### src/csr_pkg.sv
// Summary of operation
// - straps 000/001/010/100 select 27, 32, 40.5 or 54 MHz line clock.
// - pll yields 40.5 MHz or 40 MHz working clock whatever line rate.
// - internal reset during power-on and on any supply undervoltage flag.
// - internal reset held until three good 5 MHz supervision periods seen.
// - while either reset is active the load-defaults and logic-reset outputs are held low.
// - internal reset stays active about 4 us after reset pin release.
// - then defaults are loaded; the load takes about 100 us.
// - horizontal drive goes high once standby supply is present.
// - with supervision clock valid, horizontal drive carries a 55 kHz pulse.
// - standby pulses persist until self-start enable is 1 while the sequence is in run.
package csr_pkg;
  localparam int CLK_MHZ        = 125;
  localparam int EXT_HOLD_US    = 4;
  localparam int EXT_HOLD_CYC   = EXT_HOLD_US * CLK_MHZ;
  localparam int LOAD_US        = 100;
  localparam int LOAD_CYC       = LOAD_US * CLK_MHZ;
  localparam int PLL_LOCK_US    = 500;
  localparam int SUP_CLK_KHZ    = 5000;
  localparam int SUP_PER_CYC    = CLK_MHZ * 1000 / SUP_CLK_KHZ;
  localparam int SUP_TOL_CYC    = 2;
  localparam int SUP_GOOD_CNT   = 3;
  localparam int HD_KHZ         = 55;
  localparam int HD_HALF_CYC    = CLK_MHZ * 1000 / (2 * HD_KHZ);
  localparam int CNT_W          = 16;
  localparam logic [2:0] SEL_27  = 3'h0;
  localparam logic [2:0] SEL_32  = 3'h1;
  localparam logic [2:0] SEL_405 = 3'h2;
  localparam logic [2:0] SEL_54  = 3'h4;
  typedef enum logic [2:0] {
    CSR_RATE_27  = 3'h0,
    CSR_RATE_32  = 3'h1,
    CSR_RATE_405 = 3'h2,
    CSR_RATE_54  = 3'h3,
    CSR_RATE_BAD = 3'h7
  } csr_rate_t;
  typedef enum logic [2:0] {
    CSR_POR   = 3'h0,
    CSR_HOLD  = 3'h1,
    CSR_LOAD  = 3'h3,
    CSR_RUN   = 3'h2
  } csr_state_t;
endpackage

### src/csr_sync.sv
`timescale 1ns/10ps
module csr_sync #(
  parameter int W = 1
) (
  input  wire logic         core_clk_i,
  input  wire logic         rstn_i,
  input  wire logic [W-1:0] d_i,
  output logic      [W-1:0] q_o
);
  logic [W-1:0] meta;
  always_ff @(posedge core_clk_i or negedge rstn_i) begin
    if (!rstn_i) begin
      meta <= '0;
      q_o  <= '0;
    end else begin
      meta <= d_i;
      q_o  <= meta;
    end
  end
endmodule

### src/csr_clk_mon.sv
`timescale 1ns/10ps
// judges the 5 MHz supervision clock by measuring its rising-edge period
module csr_clk_mon
  import csr_pkg::*;
(
  input  wire logic core_clk_i,
  input  wire logic rstn_i,
  input  wire logic sup_clk_s_i,
  output logic      valid_o
);
  logic       prev;
  logic [7:0] per;
  logic [1:0] good;
  logic       next_prev;
  logic [7:0] next_per;
  logic [1:0] next_good;
  logic       next_valid;
  logic       rise;
  logic       in_tol;
  always_comb begin
    rise       = sup_clk_s_i & ~prev;
    in_tol     = (per >= 8'(SUP_PER_CYC - SUP_TOL_CYC)) && (per <= 8'(SUP_PER_CYC + SUP_TOL_CYC));
    next_prev  = sup_clk_s_i;
    next_per   = (per == 8'hFF) ? per : per + 8'h01;
    next_good  = good;
    next_valid = valid_o;
    if (per == 8'hFF) begin
      // clock stopped: drop validity so reset is reasserted
      next_good  = 2'h0;
      next_valid = 1'b0;
    end
    if (rise) begin
      next_per = 8'h01;
      if (in_tol) begin
        if (good == 2'(SUP_GOOD_CNT - 1))
          next_valid = 1'b1;
        else
          next_good = good + 2'h1;
      end else begin
        next_good  = 2'h0;
        next_valid = 1'b0;
      end
    end
  end
  always_ff @(posedge core_clk_i or negedge rstn_i) begin
    if (!rstn_i) begin
      prev    <= 1'b0;
      per     <= 8'h00;
      good    <= 2'h0;
      valid_o <= 1'b0;
    end else begin
      prev    <= next_prev;
      per     <= next_per;
      good    <= next_good;
      valid_o <= next_valid;
    end
  end
endmodule

### src/csr_top.sv
`timescale 1ns/10ps
// reset and start-up sequencer; outputs are registered
module csr_top
  import csr_pkg::*;
#(
  parameter int HOLD_CYC = EXT_HOLD_CYC,
  parameter int LOAD_CYCLES = LOAD_CYC
) (
  input  wire logic       core_clk_i,
  input  wire logic       rstn_i,
  input  wire logic       external_reset_n_i,
  input  wire logic       standby_supply_ok_i,
  input  wire logic       digital_supply_ok_i,
  input  wire logic       output_supply_ok_i,
  input  wire logic       sup_clk_i,
  input  wire logic       stream_input_enable_i,
  input  wire logic       clock_select_hi_i,
  input  wire logic       clock_select_lo_i,
  input  wire logic       self_start_en_i,
  output logic [2:0]      line_rate_o,
  output logic            work_clk_40_o,
  output logic            strap_bad_o,
  output logic            internal_reset_o,
  output logic            load_defaults_o,
  output logic            logic_rst_n_o,
  output logic            sup_clk_valid_o,
  output logic            horizontal_drive_out_o,
  output logic            self_start_o
);
  logic [6:0] pins_s;
  logic       ext_n_s;
  logic       stby_s;
  logic       supd_s;
  logic       supo_s;
  logic       sclk_s;
  logic [2:0] straps_s;
  logic       sup_valid;

  csr_sync #(.W(7)) u_sync (
    .core_clk_i (core_clk_i),
    .rstn_i     (rstn_i),
    .d_i        ({external_reset_n_i, standby_supply_ok_i, digital_supply_ok_i, output_supply_ok_i,
                  stream_input_enable_i, clock_select_hi_i, clock_select_lo_i}),
    .q_o        (pins_s)
  );
  assign {ext_n_s, stby_s, supd_s, supo_s, straps_s} = pins_s;

  csr_sync #(.W(1)) u_sync_clk (
    .core_clk_i (core_clk_i),
    .rstn_i     (rstn_i),
    .d_i        (sup_clk_i),
    .q_o        (sclk_s)
  );

  csr_clk_mon u_mon (
    .core_clk_i  (core_clk_i),
    .rstn_i      (rstn_i),
    .sup_clk_s_i (sclk_s),
    .valid_o     (sup_valid)
  );

  function automatic csr_rate_t decode_rate(input logic [2:0] s);
    case (s)
      SEL_27:  decode_rate = CSR_RATE_27;
      SEL_32:  decode_rate = CSR_RATE_32;
      SEL_405: decode_rate = CSR_RATE_405;
      SEL_54:  decode_rate = CSR_RATE_54;
      default: decode_rate = CSR_RATE_BAD;
    endcase
  endfunction

  // strap decode and derived working clock choice
  csr_rate_t  rate;
  logic [2:0] next_line_rate;
  logic       next_work_40;
  logic       next_strap_bad;
  always_comb begin
    rate           = decode_rate(straps_s);
    next_line_rate = 3'(rate);
    next_strap_bad = (rate == CSR_RATE_BAD);
    // 32 MHz line clock gives a 40 MHz working clock, all others 40.5 MHz
    next_work_40   = (rate == CSR_RATE_32);
  end
  always_ff @(posedge core_clk_i or negedge rstn_i) begin
    if (!rstn_i) begin
      line_rate_o   <= 3'h0;
      work_clk_40_o <= 1'b0;
      strap_bad_o   <= 1'b0;
    end else begin
      line_rate_o   <= next_line_rate;
      work_clk_40_o <= next_work_40;
      strap_bad_o   <= next_strap_bad;
    end
  end

  // reset sequence
  csr_state_t       state;
  csr_state_t       next_state;
  logic [CNT_W-1:0] cnt;
  logic [CNT_W-1:0] next_cnt;
  logic             int_rst;
  logic             next_int_reset;
  logic             next_load;
  logic             next_logic_rst_n;
  logic             next_sup_valid;
  always_comb begin
    int_rst          = ~stby_s | ~supd_s | ~supo_s | ~sup_valid;
    next_state       = state;
    next_cnt         = cnt;
    case (state)
      CSR_POR: begin
        next_cnt = '0;
        if (!int_rst && ext_n_s) begin
          next_state = CSR_HOLD;
        end
      end
      CSR_HOLD: begin
        next_cnt = cnt + 1'b1;
        if (cnt == CNT_W'(HOLD_CYC - 1)) begin
          next_state = CSR_LOAD;
          next_cnt   = '0;
        end
      end
      CSR_LOAD: begin
        next_cnt = cnt + 1'b1;
        if (cnt == CNT_W'(LOAD_CYCLES - 1)) begin
          next_state = CSR_RUN;
          next_cnt   = '0;
        end
      end
      CSR_RUN: next_cnt = '0;
      default: begin
        next_state = CSR_POR;
        next_cnt   = '0;
      end
    endcase
    if (int_rst || !ext_n_s) begin
      // any reset source clears the sequence back to zero
      next_state = CSR_POR;
      next_cnt   = '0;
    end
    next_int_reset   = (next_state == CSR_POR) || (next_state == CSR_HOLD);
    next_load        = (next_state == CSR_LOAD);
    next_logic_rst_n = (next_state == CSR_RUN);
    next_sup_valid   = sup_valid;
  end
  always_ff @(posedge core_clk_i or negedge rstn_i) begin
    if (!rstn_i) begin
      state            <= CSR_POR;
      cnt              <= '0;
      internal_reset_o <= 1'b1;
      load_defaults_o  <= 1'b0;
      logic_rst_n_o    <= 1'b0;
      sup_clk_valid_o  <= 1'b0;
    end else begin
      state            <= next_state;
      cnt              <= next_cnt;
      internal_reset_o <= next_int_reset;
      load_defaults_o  <= next_load;
      logic_rst_n_o    <= next_logic_rst_n;
      sup_clk_valid_o  <= next_sup_valid;
    end
  end

  // horizontal drive: high on standby, 55 kHz once supervised clock valid, until self-start
  // the 1136-cycle half period needs eleven bits; ten would wrap early
  logic [10:0] hcnt;
  logic [10:0] next_hcnt;
  logic       next_hd;
  logic       next_self_start;
  always_comb begin
    next_hcnt       = '0;
    next_hd         = 1'b0;
    next_self_start = self_start_o;
    if (state == CSR_RUN && self_start_en_i) begin
      next_self_start = 1'b1;
    end
    if (!stby_s) begin
      next_self_start = 1'b0;
    end else if (next_self_start) begin
      // self-start logic elsewhere takes over the drive
      next_hd = 1'b0;
    end else if (!sup_valid) begin
      next_hd = 1'b1;
    end else begin
      next_hd   = horizontal_drive_out_o;
      next_hcnt = hcnt + 11'h001;
      if (hcnt == 11'(HD_HALF_CYC - 1)) begin
        next_hcnt = '0;
        next_hd   = ~horizontal_drive_out_o;
      end
    end
  end
  always_ff @(posedge core_clk_i or negedge rstn_i) begin
    if (!rstn_i) begin
      hcnt                   <= '0;
      horizontal_drive_out_o <= 1'b0;
      self_start_o           <= 1'b0;
    end else begin
      hcnt                   <= next_hcnt;
      horizontal_drive_out_o <= next_hd;
      self_start_o           <= next_self_start;
    end
  end
endmodule

### config.mk
export PLATFORM = sky130hd
export DESIGN_NAME = csr_top
export DESIGN_NICKNAME = d
export VERILOG_FILES = /design/src/csr_pkg.sv /design/src/csr_sync.sv /design/src/csr_clk_mon.sv /design/src/csr_top.sv
export SDC_FILE = /design/constraint.sdc
export NUM_CORES = 1
export LEC_CHECK = 0
export BUFFER_PORTS_ARGS = -buffer_cell sky130_fd_sc_hd__buf_2
export CAP_MARGIN = 20
export CORE_MARGIN = 2
export CORE_UTILIZATION = 35
export DETAILED_ROUTE_END_ITERATION = 6
export SLEW_MARGIN = 20
export SYNTH_ARGS = -nofsm -noshare
export SYNTH_HDL_FRONTEND = slang
export SYNTH_SLANG_ARGS = --single-unit
export TNS_END_PERCENT = 100
### constraint.sdc
create_clock -name core_clk_i -period 1.8 [get_ports core_clk_i]
set_input_delay 0.54 -clock core_clk_i [delete_from_list [all_inputs] [get_ports core_clk_i]]
set_output_delay 0.54 -clock core_clk_i [all_outputs]
set_load 0.005 [all_outputs]
==> summary.md, run 1 <==
| Metric | Value |
|---|---|
| Worst Hold Class | `primary input to async pin` |
| Seq/Total Area, Yosys | `0.606` |
| Post-CTS Setup Inserts | `0` |
| Boundary Pins | `22` |
| Total GRT Usage | `0.124` |
| First-pass GRT wire length | `8.27 mm` |
| Final HPWL DP | `3.10 mm` |
| Met3 wire len | `164 um` |
| Initial core utilization | `0.362` |
| Crit-path cells | `ha_1 -> nor4b_2 -> a41oi_2 -> a21oi_2 -> buf_4 -> nor3_1` |
| Synth area leaders | `dfrtp_1 60%, xnor2_1 5.0%, nor2_1 3.5%` |
| Post-synth top area cell | `dfrtp_1` |
| Max Root-Sink Buffers | `2` |
| FP Rows | `32` |
| Crit Path Max Fanout | `10` |
| Width of the die | `93.6 um` |
| Vias in the first global route | `1798` |
| Total chip power | `3180 uW` |
| Post-synth top area share | `0.596` |
| Slowest CP cell | `dfrtp_1` |
| # setup viols final | `0` |
| RSZ-0062 raised after global routing | `no` |
| Buf/Inv on CP | `1` |
| Total gr overflow | `0` |
| DRT met1 WL | `2.28 mm` |
| Total negative setup slack | `0 ns` |
| Share of cells above drive strength 1 | `0.178` |
| CP max stage delay | `0.41 ns` |
| R2R cell count | `6` |
| Die area | `8770 um2` |
| Number of synthesized flops with an enable pin | `0` |
| Fill cells | `756` |
| Period Utilization, post-route | `0.940` |
| DRC Markers | `0` |
| # port buffers | `21` |
| Startpoint types | `register` |
| Largest net degree at the start of global routing | `69` |
| Critical path class | `register to register` |
| CTS Hold Buffers Added | `0` |
| Synthesized Nets | `257` |
| Max IR drop VDD | `465 uV` |
| DR top layer | `met4` |
| Layout Nets | `290` |
| Synth Flop Type | `dfrtp_1` |
| Static Leak | `0.00138 uW` |
| # clock sinks | `68` |
| H-tree levels | `3` |
| Fraction of registers with async set/reset | `1.00` |
| Utilization after layout | `0.424` |
| Clk Latency, worst-skew pair | `0.34 ns` |
| Gpl congestion | `0.736` |
| Clock skew | `0.00318 ns` |
| Crit path required time | `2.03 ns` |
| Synth cell types | `44` |
| Clk root buf | `clkbuf_8` |
| Ys Warns | `0` |
| TritonCTS clock tree | `built` |
| Vias per cell | `4.81` |
| Final slew viol count | `0` |
| CTS Buf Count | `9` |
| Core footprint | `7770 um2` |
| Final min period | `1.69 ns` |
| Clk slew on worst S/H paths | `0.07 ns` |
| Top cells by count, synth | `67 x dfrtp_1, 26 x nor2_1, 17 x nor3_1, 16 x xnor2_1, 13 x nand2_1` |
| Die Ht | `93.6 um` |
| Met2 Wirelength | `2.15 mm` |
| Post-CTS Resized | `0` |
| Cells after synthesis | `243` |
| Initial antenna violation count | `0` |
| Netlist Area Pre-Place | `2810 um2` |
| Final hold vios | `0` |
| Crit path depth | `6` |
| Syn_area_per_cell | `11.6 um2` |
| Status | `complete, no violations` |
| WL/cell | `12.3 um` |
| Yosys reg bits | `68` |
| Via count | `1841` |
| ANT cells | `0` |
| Drt first pass iters | `4` |
| Routed Antenna Nets | `0` |
| Crit path max-delay family | `simple AND/OR/NAND/NOR gates` |
| Pwr per Cell Area | `966 nW/um2` |
| CP endpoint kind | `register` |
| Fmax | `591 MHz` |
| Max cap viols | `0` |
| Wirelength, routed | `4.71 mm` |
| Area Overhead vs Synth | `17.2%` |
| Most common cell in the netlist | `dfrtp_1` |
| CP arrival | `1.93 ns` |
| Initial drt markers | `76` |
cell type report:
type | count | area, um2 | area share
Sequential cell | 68 | 1700 | 0.517
Multi-Input combinational cell | 163 | 1060 | 0.321
Timing Repair Buffer | 27 | 163 | 0.0494
Clock buffer | 12 | 145 | 0.0441
Tap cell | 102 | 128 | 0.0387
Clock inverter | 4 | 72.6 | 0.0220
Inverter | 7 | 26.3 | 0.00798
power by group:
group | total, uW | switching [uW] | internal [uW] | leakage (uW)
Clock | 1360 | 543 | 816 | 0.000107
Combinational | 162 | 87.5 | 74.1 | 0.000387
Sequential | 1660 | 67.0 | 1590 | 0.000886
final timing paths:
kind | to | startpoint | slack, ns
worst min-delay path | line_rate_o[2]$_DFF_PN0_ | rstn_i | 0.21
worst max-delay path | cnt[4]$_DFF_PN0_ | cnt[0]$_DFF_PN0_ | 0.11
worst max register to register | cnt[4]$_DFF_PN0_ | cnt[0]$_DFF_PN0_ | 0.11
max in group asynchronous | internal_reset_o$_DFF_PN1_ | rstn_i | 1.29
worst min register to register | u_sync.q_o[3]$_DFF_PN0_ | u_sync.meta[3]$_DFF_PN0_ | 0.35
min in group core_clk_i | u_sync.meta[2]$_DFF_PN0_ | stream_input_enable_i | 0.30
flip-flops by register name, summed over array words and instances, names as in the netlist:
name and cells:
cnt 16, hcnt 11, horizontal_drive_out_o 1, internal_reset_o 1, line_rate_o 3, load_defaults_o 1
logic_rst_n_o 1, self_start_o 1, state 3, sup_clk_valid_o 1, u_mon.good 2, u_mon.per 8
u_mon.prev 1, u_mon.valid_o 1, u_sync.meta 7, u_sync.q_o 7, u_sync_clk.meta 1, u_sync_clk.q_o 1
work_clk_40_o 1
metal layers:
layer | GRT usage | up-vias
met1 | 0.159 | 886
met3 | 0.0387 | 11
met4 | 0.0688 | 0
met5 | 0 | -
li1 | - | 918
met2 | 0.186 | 26
stage by stage:
stage / worst slack [ns] / std cells / instance area (um2) / hold slack (ns)
4_1_cts: 0.0975 / 383 / 3290 / 0.217
5_1_grt: 0.0247 / 383 / 3290 / 0.234
3_5_place_dp: 0.173 / 367 / 3080 / 0.336
2_1_floorplan: 0.262 / 243 / 2810 / 0.244
3_3_place_gp: 0.185 / 367 / 3080 / 0.333
6_report: 0.107 / 383 / 3290 / 0.209
worst register-to-register path, cell delays in order, from the launching register on:
cell and delay [ns]:
dfrtp_1 0.41, ha_1 0.25, nor4b_2 0.18, a41oi_2 0.26, a21oi_2 0.05, buf_4 0.18, nor3_1 0.26
cell usage in the layout, fill, tap and decap left out, types with 3 or more instances in the layout:
cell type and n:
a21oi_1 4, a31oi_1 5, and3_1 3, and4_1 6
buf_2 21, buf_4 5, clkbuf_8 10, dfrtp_1 67
ha_1 3, inv_1 7, mux2i_1 3, nand2_1 13
nand3_1 11, nand4_1 6, nor2_1 26, nor2b_1 4
nor3_1 17, nor3b_1 5, nor4_1 5, o21ai_0 5
xnor2_1 16, xor2_1 9
kinds of logic (layout without fill, tap and decap cells):
| kind of cell | count (synthesis) | in the layout | share of synthesized area |
|---|---|---|---|
| AOI/OAI and AO/OA | 22 | 22 | 0.0525 |
| and+or+nand+nor | 108 | 108 | 0.217 |
| xor gates and xnor gates | 25 | 25 | 0.0779 |
| muxes | 3 | 3 | 0.0107 |
| DFF | 68 | 68 | 0.606 |
| buffers and inverters | 12 | 50 | 0.0182 |
| other | 1 | 1 | 0.00133 |
| adders and majority gates | 4 | 4 | 0.0169 |
(Power assumes the default switching activity.)
==> run 2, diff against run 1 <==
--- a/config.mk
+++ b/config.mk
@@ -10,6 +10,7 @@
 export CORE_MARGIN = 2
 export CORE_UTILIZATION = 35
 export DETAILED_ROUTE_END_ITERATION = 6
+export SETUP_SLACK_MARGIN = 0.4
 export SLEW_MARGIN = 20
 export SYNTH_ARGS = -nofsm -noshare
 export SYNTH_HDL_FRONTEND = slang
==> run 2 against run 1 <==
Via count up 10%. Core utilization up 7.1 points. Worst hold slack better by 0.0018 ns. Fmax up 6.4%. Critical path depth up 1. Largest power group unchanged.
==> summary.md, run 2 (synthesis gave the netlist of run 1 again) <==
| Metric | Value |
|---|---|
| Worst reg2reg endpoint | `cnt[13]$_DFF_PN0_` |
| Fill cells | `718 (-5.0%)` |
| Register with the most flip-flops | `cnt` |
| Max FFs per register | `16 (unchanged)` |
| Vias per cell | `4.92 (+2.5%)` |
| # port buffers | `21 (unchanged)` |
| Crit-path cells | `buf_4 -> buf_4 -> nand4_1 -> buf_6 -> nor4_4 -> xnor2_1 -> nor3_2` |
| Initial drt markers | `66 (-13%)` |
| Final slew viol count | `0 (unchanged)` |
| Width of the die | `93.6 um (unchanged)` |
| Max IR drop VDD | `434 uV (-6.6%)` |
| CP max stage delay | `0.40 ns (about the same)` |
| Commonest cells after routing, fill and taps aside | `61 x dfrtp_1, 28 x buf_4, 25 x nor2_1` |
| Critical path class | `register to register` |
| Critical R2R Launch | `cnt[0]$_DFF_PN0_` |
| WL/cell | `14.0 um (+14%)` |
| ANT cells | `0 (unchanged)` |
| Final min period | `1.59 ns (-0.102 ns)` |
| Core footprint | `7770 um2 (unchanged)` |
| Multi-input gate area | `1350 um2 (+27%)` |
| DRC Markers | `0 (unchanged)` |
| Die Ht | `93.6 um (unchanged)` |
| Final HPWL DP | `3.26 mm (+5.2%)` |
| CP endpoint kind | `register` |
| First-pass GRT wire length | `9.80 mm (+18%)` |
| Critical Path Sink | `cnt[13]$_DFF_PN0_` |
| RSZ-0062 raised after global routing | `yes` |
| Slowest CP cell | `dfrtp_1` |
| H-tree levels | `3 (unchanged)` |
| Most frequent CP cell | `buf_4` |
| Max cap viols | `0 (unchanged)` |
| Clk Latency, worst-skew pair | `0.34 ns (about the same)` |
| CTS Hold Buffers Added | `0 (unchanged)` |
| Wirelength, routed | `5.77 mm (+22%)` |
| # clock sinks | `68 (unchanged)` |
| Total negative setup slack | `0 ns (unchanged)` |
| Share of cells above drive strength 1 | `0.390 (+0.212)` |
| Period Utilization, post-route | `0.884 (-0.0564)` |
| Layout Nets | `319 (+10%)` |
| Status | `complete, no violations` |
| Post-route cell area | `3840 um2 (+17%)` |
| FF+latch area | `1710 um2 (+0.44%)` |
| Most common cell after layout, fill and taps aside | `dfrtp_1` |
| CP arrival | `1.81 ns (-0.12 ns)` |
| Gpl congestion | `0.741 (+0.67%)` |
| Worst Hold Class | `primary input to async pin` |
| Die area | `8770 um2 (unchanged)` |
| CP startpoint | `cnt[0]$_DFF_PN0_` |
| FP Rows | `32 (unchanged)` |
| Area Overhead vs Synth | `36.7%` |
| Reg2reg setup slack | `0.21 ns (+0.10 ns)` |
| TritonCTS clock tree | `built` |
| Initial core utilization | `0.362 (unchanged)` |
| Crit Path Max Fanout | `4 (-6)` |
| Fmax | `628 MHz (+6.4%)` |
| Clk slew on worst S/H paths | `0.08 ns (about the same)` |
| Drt first pass iters | `4 (unchanged)` |
| Initial antenna violation count | `0 (unchanged)` |
| Crit path required time | `2.02 ns (about the same)` |
| Total GRT Usage | `0.146 (+0.0224)` |
| Total gr overflow | `0 (unchanged)` |
| CTS Buf Count | `9 (unchanged)` |
| Clk root buf | `clkbuf_8` |
| R2R cell count | `7 (+1)` |
| Boundary Pins | `22 (unchanged)` |
| Dpl cell area | `3120 um2 (+1.5%)` |
| Clock skew | `0.00977 ns (+0.00658 ns)` |
| Vias in the first global route | `2028 (+13%)` |
| Largest net degree at the start of global routing | `69 (unchanged)` |
| Pwr per Cell Area | `885 nW/um2 (-8.4%)` |
| # setup viols final | `0 (unchanged)` |
| Startpoint types | `register` |
| Max Root-Sink Buffers | `2 (unchanged)` |
| Routed Antenna Nets | `0 (unchanged)` |
| Via count | `2029 (+10%)` |
| Static Leak | `0.00164 uW (+19%)` |
| Biggest regs | `cnt (16), hcnt (11), u_mon.per (8)` |
| Final hold vios | `0 (unchanged)` |
-- run 2: changes by cell type in the layout (fill, tap and decap cells not counted), sizes merged --
| cell | previous run | this run |
|---|---|---|
| bufinv | 2 | 3 |
| clkbuf | 12 | 10 |
| clkinvlp | 1 | 0 |
| clkinv | 1 | 3 |
| buf | 27 | 55 |
| nand4 | 8 | 9 |
-- run 2: metal layers --
metal | wire (um) | global-route usage | vias up
met4 | 116 | 0.0664 | 0
met5 | 0 | 0 | -
met1 | 2490 | 0.186 | 997
li1 | - | - | 987
met2 | 2980 | 0.231 | 34
met3 | 183 | 0.0427 | 11
-- run 2: how the worst min path moves through the flow --
stage          slack (ns)  depth (start not counted)                       end
3_3_place_gp         0.33                          0   u_sync.q_o[0]$_DFF_PN0_
4_1_cts              0.22                          2  line_rate_o[1]$_DFF_PN0_
2_1_floorplan        0.24                          0          cnt[0]$_DFF_PN0_
3_5_place_dp         0.34                          0   u_sync.q_o[2]$_DFF_PN0_
6_report             0.21                          2   u_sync.q_o[0]$_DFF_PN0_
5_1_grt              0.23                          2  line_rate_o[2]$_DFF_PN0_
-- run 2: repair_timing --
item / in CTS / in global routing
gates cloned: 1 / 0
pin swaps: 14 / 5
resized for setup: 29 / 24
setup endpoints to repair: 41 / 51
hold endpoints to repair: 0 / 0
setup buffers: 17 / 12
-- run 2: power breakdown --
group | internal, uW | switching [uW]
Clock | 923 | 566
Combinational | 128 | 115
Sequential | 1590 | 75.6
Total | 2640 | 756
-- run 2: worst max-delay path: cells and delay by family, from the launching register on --
family,cells,cell delay (ns)
xor gates and xnor gates,1,0.19
buffers and inverters,3,0.39
DFF,1,0.40
and+or+nand+nor,3,0.51
-- run 2: per-stage QoR --
stage          power, uW  setup WS (ns)  cells  utilization  hold slack (ns)
2_1_floorplan       1790          0.308    243            -            0.244
3_3_place_gp        1870          0.198    366        0.402            0.333
5_1_grt             3560          0.125    412        0.495            0.230
4_1_cts             3430          0.246    400        0.469            0.218
3_5_place_dp        1880          0.139    366        0.402            0.336
6_report            3400          0.209    412        0.495            0.211
-- run 2: final cells by class --
cell class              count  area share
flip-flops and latches     68       0.445
multi-input cells         164       0.350
repair buffers             55       0.102
clock buffers              10      0.0332
well taps                 102      0.0332
clock inverters             6      0.0293
inverters                   7     0.00684
